$ cat config.mk
export PLATFORM = sky130hd
export DESIGN_NAME = hscp_port
export DESIGN_NICKNAME = d
export VERILOG_FILES = /design/src/rtl/hscp_pkg.sv /design/src/rtl/hscp_port.sv
export SDC_FILE = /design/constraint.sdc
export NUM_CORES = 1
export LEC_CHECK = 0
export BUFFER_PORTS_ARGS = -buffer_cell sky130_fd_sc_hd__buf_4
export CAP_MARGIN = 20
export CORE_ASPECT_RATIO = 0.8
export CORE_MARGIN = 3
export CORE_UTILIZATION = 56
export CTS_CLUSTER_SIZE = 16
export DETAILED_ROUTE_END_ITERATION = 10
export HOLD_SLACK_MARGIN = 0.03
export PLACE_DENSITY = 0.89
export SYNTH_ARGS = -nofsm -noshare
export SYNTH_HDL_FRONTEND = slang
export SYNTH_SLANG_ARGS = --single-unit
$ cat constraint.sdc
create_clock -name clk -period 2.1 [get_ports clk]
set_input_delay 0.21 -clock clk [delete_from_list [all_inputs] [get_ports clk]]
set_output_delay 0.21 -clock clk [all_outputs]
set_load 0.05 [all_outputs]
$ cat src/rtl/hscp_pkg.sv
package hscp_pkg;
   // ****************************************
   // Command decoding
   // ****************************************
   // First byte bit 7 set and bit 6 clear: command carries a second byte
   localparam int        CMD_LEN_BIT  = 7;
   // First byte bit 6 set: command returns reply data
   localparam int        CMD_RD_BIT   = 6;
   // Reply byte count when reading
   localparam logic [1:0] RD_BYTES    = 2'h2;
   localparam logic [2:0] BIT_LAST    = 3'h7;
   localparam logic [2:0] BIT_RST     = 3'h0;
   localparam logic [7:0] BYTE_RST    = 8'h00;
   localparam logic [2:0] SYNC_RST    = 3'h7;

   // ****************************************
   // Reply line timing
   // ****************************************
   localparam int CLK_PERIOD_PS = 4000;
   localparam int HIZ_MAX_NS    = 1000;
   // Longest release time, rounded down
   localparam int HIZ_CYCLES = (HIZ_MAX_NS * 1000) / CLK_PERIOD_PS;

   // ****************************************
   // Port states
   // ****************************************
   typedef enum logic [2:0] {
      HSCP_IDLE = 3'b001,
      HSCP_CMD  = 3'b010,
      HSCP_DATA = 3'b100
   } hscp_state_t;
endpackage

$ cat src/rtl/hscp_port.sv
`timescale 1ns/1ns
// Functional notes
// - One or two command bytes, MSB first
// - Reply bytes shifted out MSB first
// - Command bits sampled on rising clock
// - Command executes at chip select rise
// - Serial clock may idle either polarity
// - Reply line released while deselected
module hscp_port (
   input  wire logic        clk,
   input  wire logic        rst_n,
   input  wire logic        ce,
   input  wire logic        chip_select_n,
   input  wire logic        serial_clock,
   input  wire logic        command_data,
   output logic             reply_line_out,
   output logic             reply_line_oe_n,
   output logic             cmd_valid,
   output logic [7:0]       cmd_code,
   output logic [7:0]       cmd_arg,
   output logic             cmd_has_arg,
   input  wire logic [15:0] reply_word
);
   // ****************************************
   // Pin synchronisers
   // ****************************************
   logic [2:0] cs_sync;
   logic [2:0] sck_sync;
   logic [2:0] dat_sync;
   logic       cs_stable;
   logic       sck_stable;
   logic       dat_stable;
   logic       next_cs_stable;
   logic       next_sck_stable;
   logic       next_dat_stable;

   // A change counts once stages two and three agree
   always_comb begin
      next_cs_stable  = cs_stable;
      next_sck_stable = sck_stable;
      next_dat_stable = dat_stable;
      if (cs_sync[1] == cs_sync[2]) next_cs_stable = cs_sync[2];
      if (sck_sync[1] == sck_sync[2]) next_sck_stable = sck_sync[2];
      if (dat_sync[1] == dat_sync[2]) next_dat_stable = dat_sync[2];
   end

   always_ff @(posedge clk) begin
      if (!rst_n) begin
         cs_sync    <= hscp_pkg::SYNC_RST;
         sck_sync   <= 3'h0;
         dat_sync   <= 3'h0;
         cs_stable  <= 1'b1;
         sck_stable <= 1'b0;
         dat_stable <= 1'b0;
      end else if (ce) begin
         cs_sync    <= {cs_sync[1:0], chip_select_n};
         sck_sync   <= {sck_sync[1:0], serial_clock};
         dat_sync   <= {dat_sync[1:0], command_data};
         cs_stable  <= next_cs_stable;
         sck_stable <= next_sck_stable;
         dat_stable <= next_dat_stable;
      end
   end

   // Edge events on filtered levels
   logic sck_rise;
   logic sck_fall;
   logic cs_fall;
   logic cs_rise;
   assign sck_rise = next_sck_stable & ~sck_stable;
   assign sck_fall = ~next_sck_stable & sck_stable;
   assign cs_fall  = ~next_cs_stable & cs_stable;
   assign cs_rise  = next_cs_stable & ~cs_stable;

   // ****************************************
   // Transaction engine
   // ****************************************
   hscp_pkg::hscp_state_t state;
   hscp_pkg::hscp_state_t next_state;
   logic [2:0]  bit_cnt;
   logic [2:0]  next_bit_cnt;
   logic [7:0]  shift_in;
   logic [7:0]  next_shift_in;
   logic [7:0]  code;
   logic [7:0]  next_code;
   logic [7:0]  arg;
   logic [7:0]  next_arg;
   logic        arg_done;
   logic        next_arg_done;
   logic [15:0] shift_out;
   logic [15:0] next_shift_out;
   logic        drive;
   logic        next_drive;
   logic        valid;
   logic        next_valid;
   logic        out_bit;
   logic        next_out_bit;
   logic        primed;
   logic        next_primed;

   always_comb begin
      next_state     = state;
      next_bit_cnt   = bit_cnt;
      next_shift_in  = shift_in;
      next_code      = code;
      next_arg       = arg;
      next_arg_done  = arg_done;
      next_shift_out = shift_out;
      next_drive     = drive;
      next_valid     = 1'b0;
      next_out_bit   = out_bit;
      next_primed    = primed;
      unique case (state)
         hscp_pkg::HSCP_IDLE: begin
            next_drive = 1'b0;
            if (cs_fall) begin
               next_state    = hscp_pkg::HSCP_CMD;
               next_bit_cnt  = hscp_pkg::BIT_RST;
               next_arg_done = 1'b0;
               next_code     = hscp_pkg::BYTE_RST;
               next_arg      = hscp_pkg::BYTE_RST;
               next_primed   = 1'b0;
            end
         end
         hscp_pkg::HSCP_CMD, hscp_pkg::HSCP_DATA: begin
            // Edges only matter relative to sampling; idle level free
            if (sck_rise) begin
               next_shift_in = {shift_in[6:0], dat_stable};
               next_bit_cnt  = bit_cnt + 3'h1;
               if (bit_cnt == hscp_pkg::BIT_LAST) begin
                  if (state == hscp_pkg::HSCP_CMD) begin
                     // Command byte picks count and direction
                     next_code  = {shift_in[6:0], dat_stable};
                     next_state = hscp_pkg::HSCP_DATA;
                     if (shift_in[hscp_pkg::CMD_RD_BIT - 1]) begin
                        next_shift_out = reply_word;
                        next_drive     = 1'b1;
                        next_primed    = 1'b1;
                     end
                  end else if (code[hscp_pkg::CMD_LEN_BIT]
                               && !code[hscp_pkg::CMD_RD_BIT]
                               && !arg_done) begin
                     next_arg      = {shift_in[6:0], dat_stable};
                     next_arg_done = 1'b1;
                  end
               end
            end
            // Reply bits change after the falling clock edge
            if (sck_fall && drive) begin
               if (primed) begin
                  next_out_bit   = shift_out[15];
                  next_shift_out = {shift_out[14:0], 1'b0};
                  next_primed    = 1'b0;
               end else begin
                  next_out_bit   = shift_out[15];
                  next_shift_out = {shift_out[14:0], 1'b0};
               end
            end
            if (cs_rise) begin
               next_state = hscp_pkg::HSCP_IDLE;
               next_drive = 1'b0;
               // Act only when the transaction closes
               next_valid = (state == hscp_pkg::HSCP_DATA);
            end
         end
         default: begin
            next_state = hscp_pkg::HSCP_IDLE;
            next_drive = 1'b0;
         end
      endcase
      if (next_cs_stable) next_drive = 1'b0;
   end

   always_ff @(posedge clk) begin
      if (!rst_n) begin
         state     <= hscp_pkg::HSCP_IDLE;
         bit_cnt   <= hscp_pkg::BIT_RST;
         shift_in  <= hscp_pkg::BYTE_RST;
         code      <= hscp_pkg::BYTE_RST;
         arg       <= hscp_pkg::BYTE_RST;
         arg_done  <= 1'b0;
         shift_out <= 16'h0000;
         drive     <= 1'b0;
         valid     <= 1'b0;
         out_bit   <= 1'b0;
         primed    <= 1'b0;
      end else if (ce) begin
         state     <= next_state;
         bit_cnt   <= next_bit_cnt;
         shift_in  <= next_shift_in;
         code      <= next_code;
         arg       <= next_arg;
         arg_done  <= next_arg_done;
         shift_out <= next_shift_out;
         drive     <= next_drive;
         valid     <= next_valid;
         out_bit   <= next_out_bit;
         primed    <= next_primed;
      end
   end

   // Outputs
   assign reply_line_out  = out_bit;
   assign reply_line_oe_n = ~drive;
   assign cmd_valid       = valid;
   assign cmd_code        = code;
   assign cmd_arg         = arg;
   assign cmd_has_arg     = arg_done;

   // ****************************************
   // Checks
   // ****************************************
   AST_RELEASE: assert property (@(posedge clk) disable iff (!rst_n)
      cs_stable |-> reply_line_oe_n)
      else $error("Reply line driven while deselected");
   AST_EXEC_AT_END: assert property (
      @(posedge clk) disable iff (!rst_n)
      cmd_valid |-> $past(cs_rise) && cs_stable)
      else $error("Command executed before chip select rise");
   AST_VALID_PULSE: assert property (
      @(posedge clk) disable iff (!rst_n)
      cmd_valid |=> !cmd_valid)
      else $error("Command strobe longer than one cycle");
   AST_SAMPLE_RISE: assert property (
      @(posedge clk) disable iff (!rst_n)
      (ce && !sck_rise && state != hscp_pkg::HSCP_IDLE) |=> $stable(bit_cnt))
      else $error("Bit counted without rising clock");
   AST_MSB_FIRST: assert property (@(posedge clk) disable iff (!rst_n)
      (ce && sck_rise && state == hscp_pkg::HSCP_CMD
       && bit_cnt == hscp_pkg::BIT_LAST) |=> cmd_code[0] == $past(dat_stable))
      else $error("Last command bit not in LSB");
   AST_REPLY_MSB: assert property (@(posedge clk) disable iff (!rst_n)
      (ce && sck_fall && drive && !next_cs_stable)
      |=> reply_line_out == $past(shift_out[15]))
      else $error("Reply bit not taken from MSB");
   AST_DRIVE_SEL: assert property (@(posedge clk) disable iff (!rst_n)
      !reply_line_oe_n |-> state == hscp_pkg::HSCP_DATA)
      else $error("Reply before command byte complete");
   AST_IDLE_QUIET: assert property (
      @(posedge clk) disable iff (!rst_n)
      (state == hscp_pkg::HSCP_IDLE) |-> reply_line_oe_n)
      else $error("Reply driven in idle");
   COV_EXEC: cover property (@(posedge clk) disable iff (!rst_n) cmd_valid);
   COV_ARG: cover property (@(posedge clk) disable iff (!rst_n)
      cmd_valid && cmd_has_arg);
   COV_READ: cover property (@(posedge clk) disable iff (!rst_n)
      !reply_line_oe_n ##1 reply_line_oe_n);
endmodule // hscp_port

======== Word-level counts from Yosys, hierarchy flattened ========
Index checks and enable logic that the tools add are counted.
W data, S select, Z words.
storage, ports and cells
  bits in registers ....................... 61
  bits of input ports ..................... 22
  output and inout bits ................... 20
  logic and storage cells ................. 107
cells by class
  add/subtract/negate cells ............... 1
  equality and inequality tests ........... 20
  mux-type cells .......................... 41
  bitwise logic cells ..................... 9
  reductions and logical operators ........ 20
operators with widths
  cell                   number
  $mux W16               5
  $mux W8                8
  $pmux W8 S2            2
  $mux W3                7
  $mux W1                16
  $ne A4 B4 Y1 const B   4
  $ne A2 B2 Y1 const B   6
  $pmux W3 S2            2
  $reduce_and A6 Y1      2
  $reduce_and A5 Y1      2
  $reduce_bool A2 Y1     5
  $ne A3 B3 Y1 const B   3
  $reduce_and A7 Y1      1
  $eq A3 B3 Y1 const B   2
  $reduce_and A3 Y1      2
  $not A1 Y1             5
  $and A1 B1 Y1          4
  $reduce_and A4 Y1      1
  $add A3 B1 Y3 const B  1
  $eq A1 B1 Y1           3
  $eq A3 B1 Y1 const B   1
  $eq A3 B2 Y1 const B   1
  $logic_and A1 B1 Y1    3
  $logic_not A1 Y1       2
  3 further kinds        3

======== Longest topological paths before layout ========
  depth in word-level cells ............... 8
  mapped depth ............................ 8
  gate-level depth less buffers ........... 6

======== Worst setup path before layout ========
No wires, ideal clock.
  kind .................................... reg2reg
  from .................................... register bit_cnt[0]
  to ...................................... register shift_out[11]
  library setup time ...................... 0.140 ns
  arrival ................................. 1.574 ns
  data required time ...................... 1.960 ns
  setup slack ............................. 0.385 ns
  stages on the path, launching flop included .. 8
  buffers on the path ..................... 1
  period minus slack after synthesis ...... 1.715 ns
  path through ............................ dfxtp_1 ha_1 ha_1 nor2b_1 nand4_2 clkbuf_1 a221oi_1 a211oi_2
between the ends
  word-level cells in the longest chain between the ends .. 3
ends and longest elaborated chain
  item                                 RTL line          text
  start, declared                      hscp_port.sv:80   logic [2:0] bit_cnt;
  start signal, assigned               hscp_port.sv:177  bit_cnt <= hscp_pkg::BIT_RST;
  start signal, assigned               hscp_port.sv:189  bit_cnt <= next_bit_cnt;
  $eq A3 B3 Y1                         hscp_port.sv:130  if (bit_cnt == hscp_pkg::BIT_LAST) begin
  $reduce_bool A2 Y1 (no source line)  n/a
  $reduce_and A6 Y1 (no source line)   n/a
  end signal, assigned                 hscp_port.sv:194  shift_out <= next_shift_out;
  end, declared                        hscp_port.sv:90   logic [15:0] shift_out;
No other way between the ends.
A chain may end at the register's enable or synchronous reset.

======== Final worst setup path ========
  from .................................... register bit_cnt[0]
  to ...................................... register code[0] (netlist: cmd_code[0])
between the ends
  word-level cells in the longest chain between the ends .. 3
ends and longest elaborated chain
  item                                RTL line          text
  $eq A3 B3 Y1                        hscp_port.sv:130
  $ne A2 B2 Y1 (no source line)       n/a
  $reduce_and A6 Y1 (no source line)  n/a
  end signal, assigned                hscp_port.sv:179  code <= hscp_pkg::BYTE_RST;
  end signal, assigned                hscp_port.sv:191  code <= next_code;
  end, declared                       hscp_port.sv:84   logic [7:0] code;
No other way between the ends.

==> flow_metrics.tcl <==
set metrics [dict create \
    postCtsSetupRepairBufs 0 \
    cts.path.max_buffers 2 \
    grt_max_degree 35 \
    cts_buffers 9 \
    crit_fanout 8 \
    ys_top_cells_by_area "dfxtp_1 43%, mux2i_1 13%, nand2_1 5.5%, a221oi_1 4.3%, nor2b_1 4.2%" \
    fin_util_pct 71.4 \
    synth_area_um2 2850 \
    crit_start "bit_cnt[0]$_SDFFE_PN0P_" \
    synth.largest_area_cell "dfxtp_1" \
    viasPerCell 5.62 \
    fin_crit_sh_pct 88.7 \
    r2r-start "bit_cnt[0]$_SDFFE_PN0P_" \
    grt_pass1_vias 2154 \
    syn_avg_cell_area_um2 9.55 \
    syn_nets 323 \
    status "finished clean" \
    detailed_place_hpwl_mm 3.89 \
    io_buffers 41 \
    die_x_um 85.8 \
    period_minus_slack_ps 1860 \
    cts_tree "yes" \
    startpoint_type "flip-flop" \
    setup_slack_ps 238 \
    coreArea_um2 4760 \
    leakage_nw 1.47 \
    worst_pin_slew_ps 427 \
    grt.overflow.total 0 \
    fin_skew_ps 7.10 \
    p_per_area_nw_per_um2 726 \
    place_ws_ps 98.7 \
    clkTransAtPathRegs_ps 70 \
    ctsResizeCount 0 \
    clk_latency_ps 340 \
    maxSlewViolCount 0 \
    total_power_mw 2.47 \
    fp.dieH_um 69.9 \
    grt_pass1_wl_mm 10.3 \
    drc_errors 0 \
    synth_seq_cells 61 \
    drt-total-wl_mm 5.97 \
    syn_inst 299 \
    required_ps 2360 \
    routedWlPerCell_um 14.9 \
    rsz0062_at_grt "no" \
    hold_buffers 0 \
    yosys_warnings 0 \
    groute.usage.overall_pct 22.0 \
    slew_headroom_pct 71.1 \
    rows 22 \
    setup.worst_path.end "cmd_code[0]$_SDFFE_PN0P_" \
    ys_seq_area_share_pct 42.8 \
    clkSinkCount 61 \
    insertedDiodeCount 0 \
    io_pins 42 \
    regToRegEndpoint "cmd_code[0]$_SDFFE_PN0P_" \
    vdd_drop_max_mv 0.474 \
    drv_cap 0 \
    regToRegSetupSlack_ps 240 \
    dr.pass1.iters 6 \
    fmax_mhz 537 \
    crit_arrival_ps 2130 \
    vias 2248 \
    dieArea_um2 5990 \
    synth_top_area_share_pct 42.8 \
    hold_path_class "input port to flip-flop" \
    critical_path_class "flip-flop to flip-flop" \
    final_layout_size_suffix_gt1_share_pct 23.8 \
    gp_congestion 0.867 \
    ys_types 44 \
    setup-violations-final 0 \
    nNetsFinal 360 \
    cts_root_buffer "clkbuf_8" \
    drt_iter0_markers 155 \
    htreeDepth 3 \
    setup_tns_ps 0 \
    initial_core_util_pct 59.9 \
    syn2layout_area_growth_pct 19.1 \
    antenna_found_initial 0 \
    ant_nets 0 \
    end_kind "flip-flop" \
    rr_worst_depth 6 \
    finalHoldViolCount 0 \
]
[kinds of logic after synthesis]
group	Yosys count	synth area share [%]
flops	61	42.8
simple gates	107	19.9
buf+inv	39	6.44
mux	40	14.1
xor+xnor	1	0.965
fa+ha+maj	3	1.23
compound gates	48	14.6
[worst min path at each step]
stage / startpoint / end / slack (ps) / cells past startpoint
4_1_cts: chip_select_n / cs_sync[0]$_SDFFE_PN1P_ / 90 / 3
2_1_floorplan: chip_select_n / cs_sync[0]$_SDFFE_PN1P_ / 340 / 2
3_3_place_gp: chip_select_n / cs_sync[0]$_SDFFE_PN1P_ / 430 / 3
6_report: chip_select_n / cs_sync[0]$_SDFFE_PN1P_ / 100 / 3
3_5_place_dp: shift_out[5]$_SDFFE_PN0P_ / shift_out[5]$_SDFFE_PN0P_ / 450 / 2
5_1_grt: serial_clock / sck_sync[0]$_SDFFE_PN0P_ / 110 / 3
[placed cells by master (no fill, tap or decap), types with 3 or more instances in the layout]
| cell type | count |
|---|---|
| a221oi_1 | 14 |
| dfxtp_1 | 61 |
| a21oi_1 | 6 |
| nand2b_1 | 4 |
| nand2_1 | 42 |
| nor2_1 | 19 |
| mux2i_1 | 38 |
| a211oi_2 | 9 |
| o21ai_0 | 3 |
| a211oi_1 | 7 |
| nor2b_1 | 19 |
| nand3_1 | 3 |
| inv_1 | 17 |
| buf_4 | 47 |
| clkbuf_8 | 12 |
| and3_1 | 5 |
[metal layers]
layer	part of all wire, %	vias up	GRT usage [%]
met4	1.1	0	9.14
li1	-	1115	-
met1	45	1058	29.5
met2	48	67	31.5
met5	0	-	0
met3	6.6	8	8.49
[power breakdown]
part	total, mW	internal, mW	switching, mW
logic	0.0954	0.0465	0.0489
registers	1.17	1.16	0.00699
clock network	1.20	0.759	0.442
[sequential cells by signal, summed over array words and instances, names as in the netlist]
register	count
state	3
drive	1
cmd_code	8
dat_stable	1
reply_line_out	1
cmd_valid	1
sck_sync	3
cs_stable	1
shift_in	7
cmd_has_arg	1
bit_cnt	3
cs_sync	3
sck_stable	1
shift_out	16
cmd_arg	8
dat_sync	3
[worst max-delay path: stages (launching register included)]
cell,delay (ps)
dfxtp_1,320
ha_1,200
ha_1,240
nor2b_1,180
and3_1,230
o21ai_4,370
mux2i_1,260
[layout make-up]
type / instances / area [um2]
multi-input combinational: 199 / 1450
fill: 343 / 1360
sequential: 61 / 1220
timing repair buffer: 47 / 353
clock buffer: 12 / 165
tap: 60 / 75.1
clock inverter: 3 / 67.6
inverter: 18 / 67.6
[Yosys cell counts (all sizes together)]
cell,count
o211ai,1
buf,14
inv,18
o31a,1
a221oi,14
nand2b,4
nor2b,19
a21o,2
mux2,2
dfxtp,61
nand4bb,1
nand4,3
or3b,1
nor2,19
a211oi,16
a31o,1
maj3,1
o21ai,4
and4bb,1
xor2,1
nor4bb,1
a21oi,6
nand3,3
nand3b,1
a32oi,1
clkbuf,7
ha,2
nor3,1
and4,1
o221a,1
nor3b,1
and3,5
and2,2
nand2,42
mux2i,38
a22oi,1
and3b,2
[stage by stage]
step	std cells	instance area, um2	hold slack [ps]
floorplan	299	2850	338
global placement	385	3170	426
detailed placement	385	3170	445
CTS	400	3400	89.3
global route	400	3400	106
finish	400	3400	104
(Power assumes the default switching activity.)
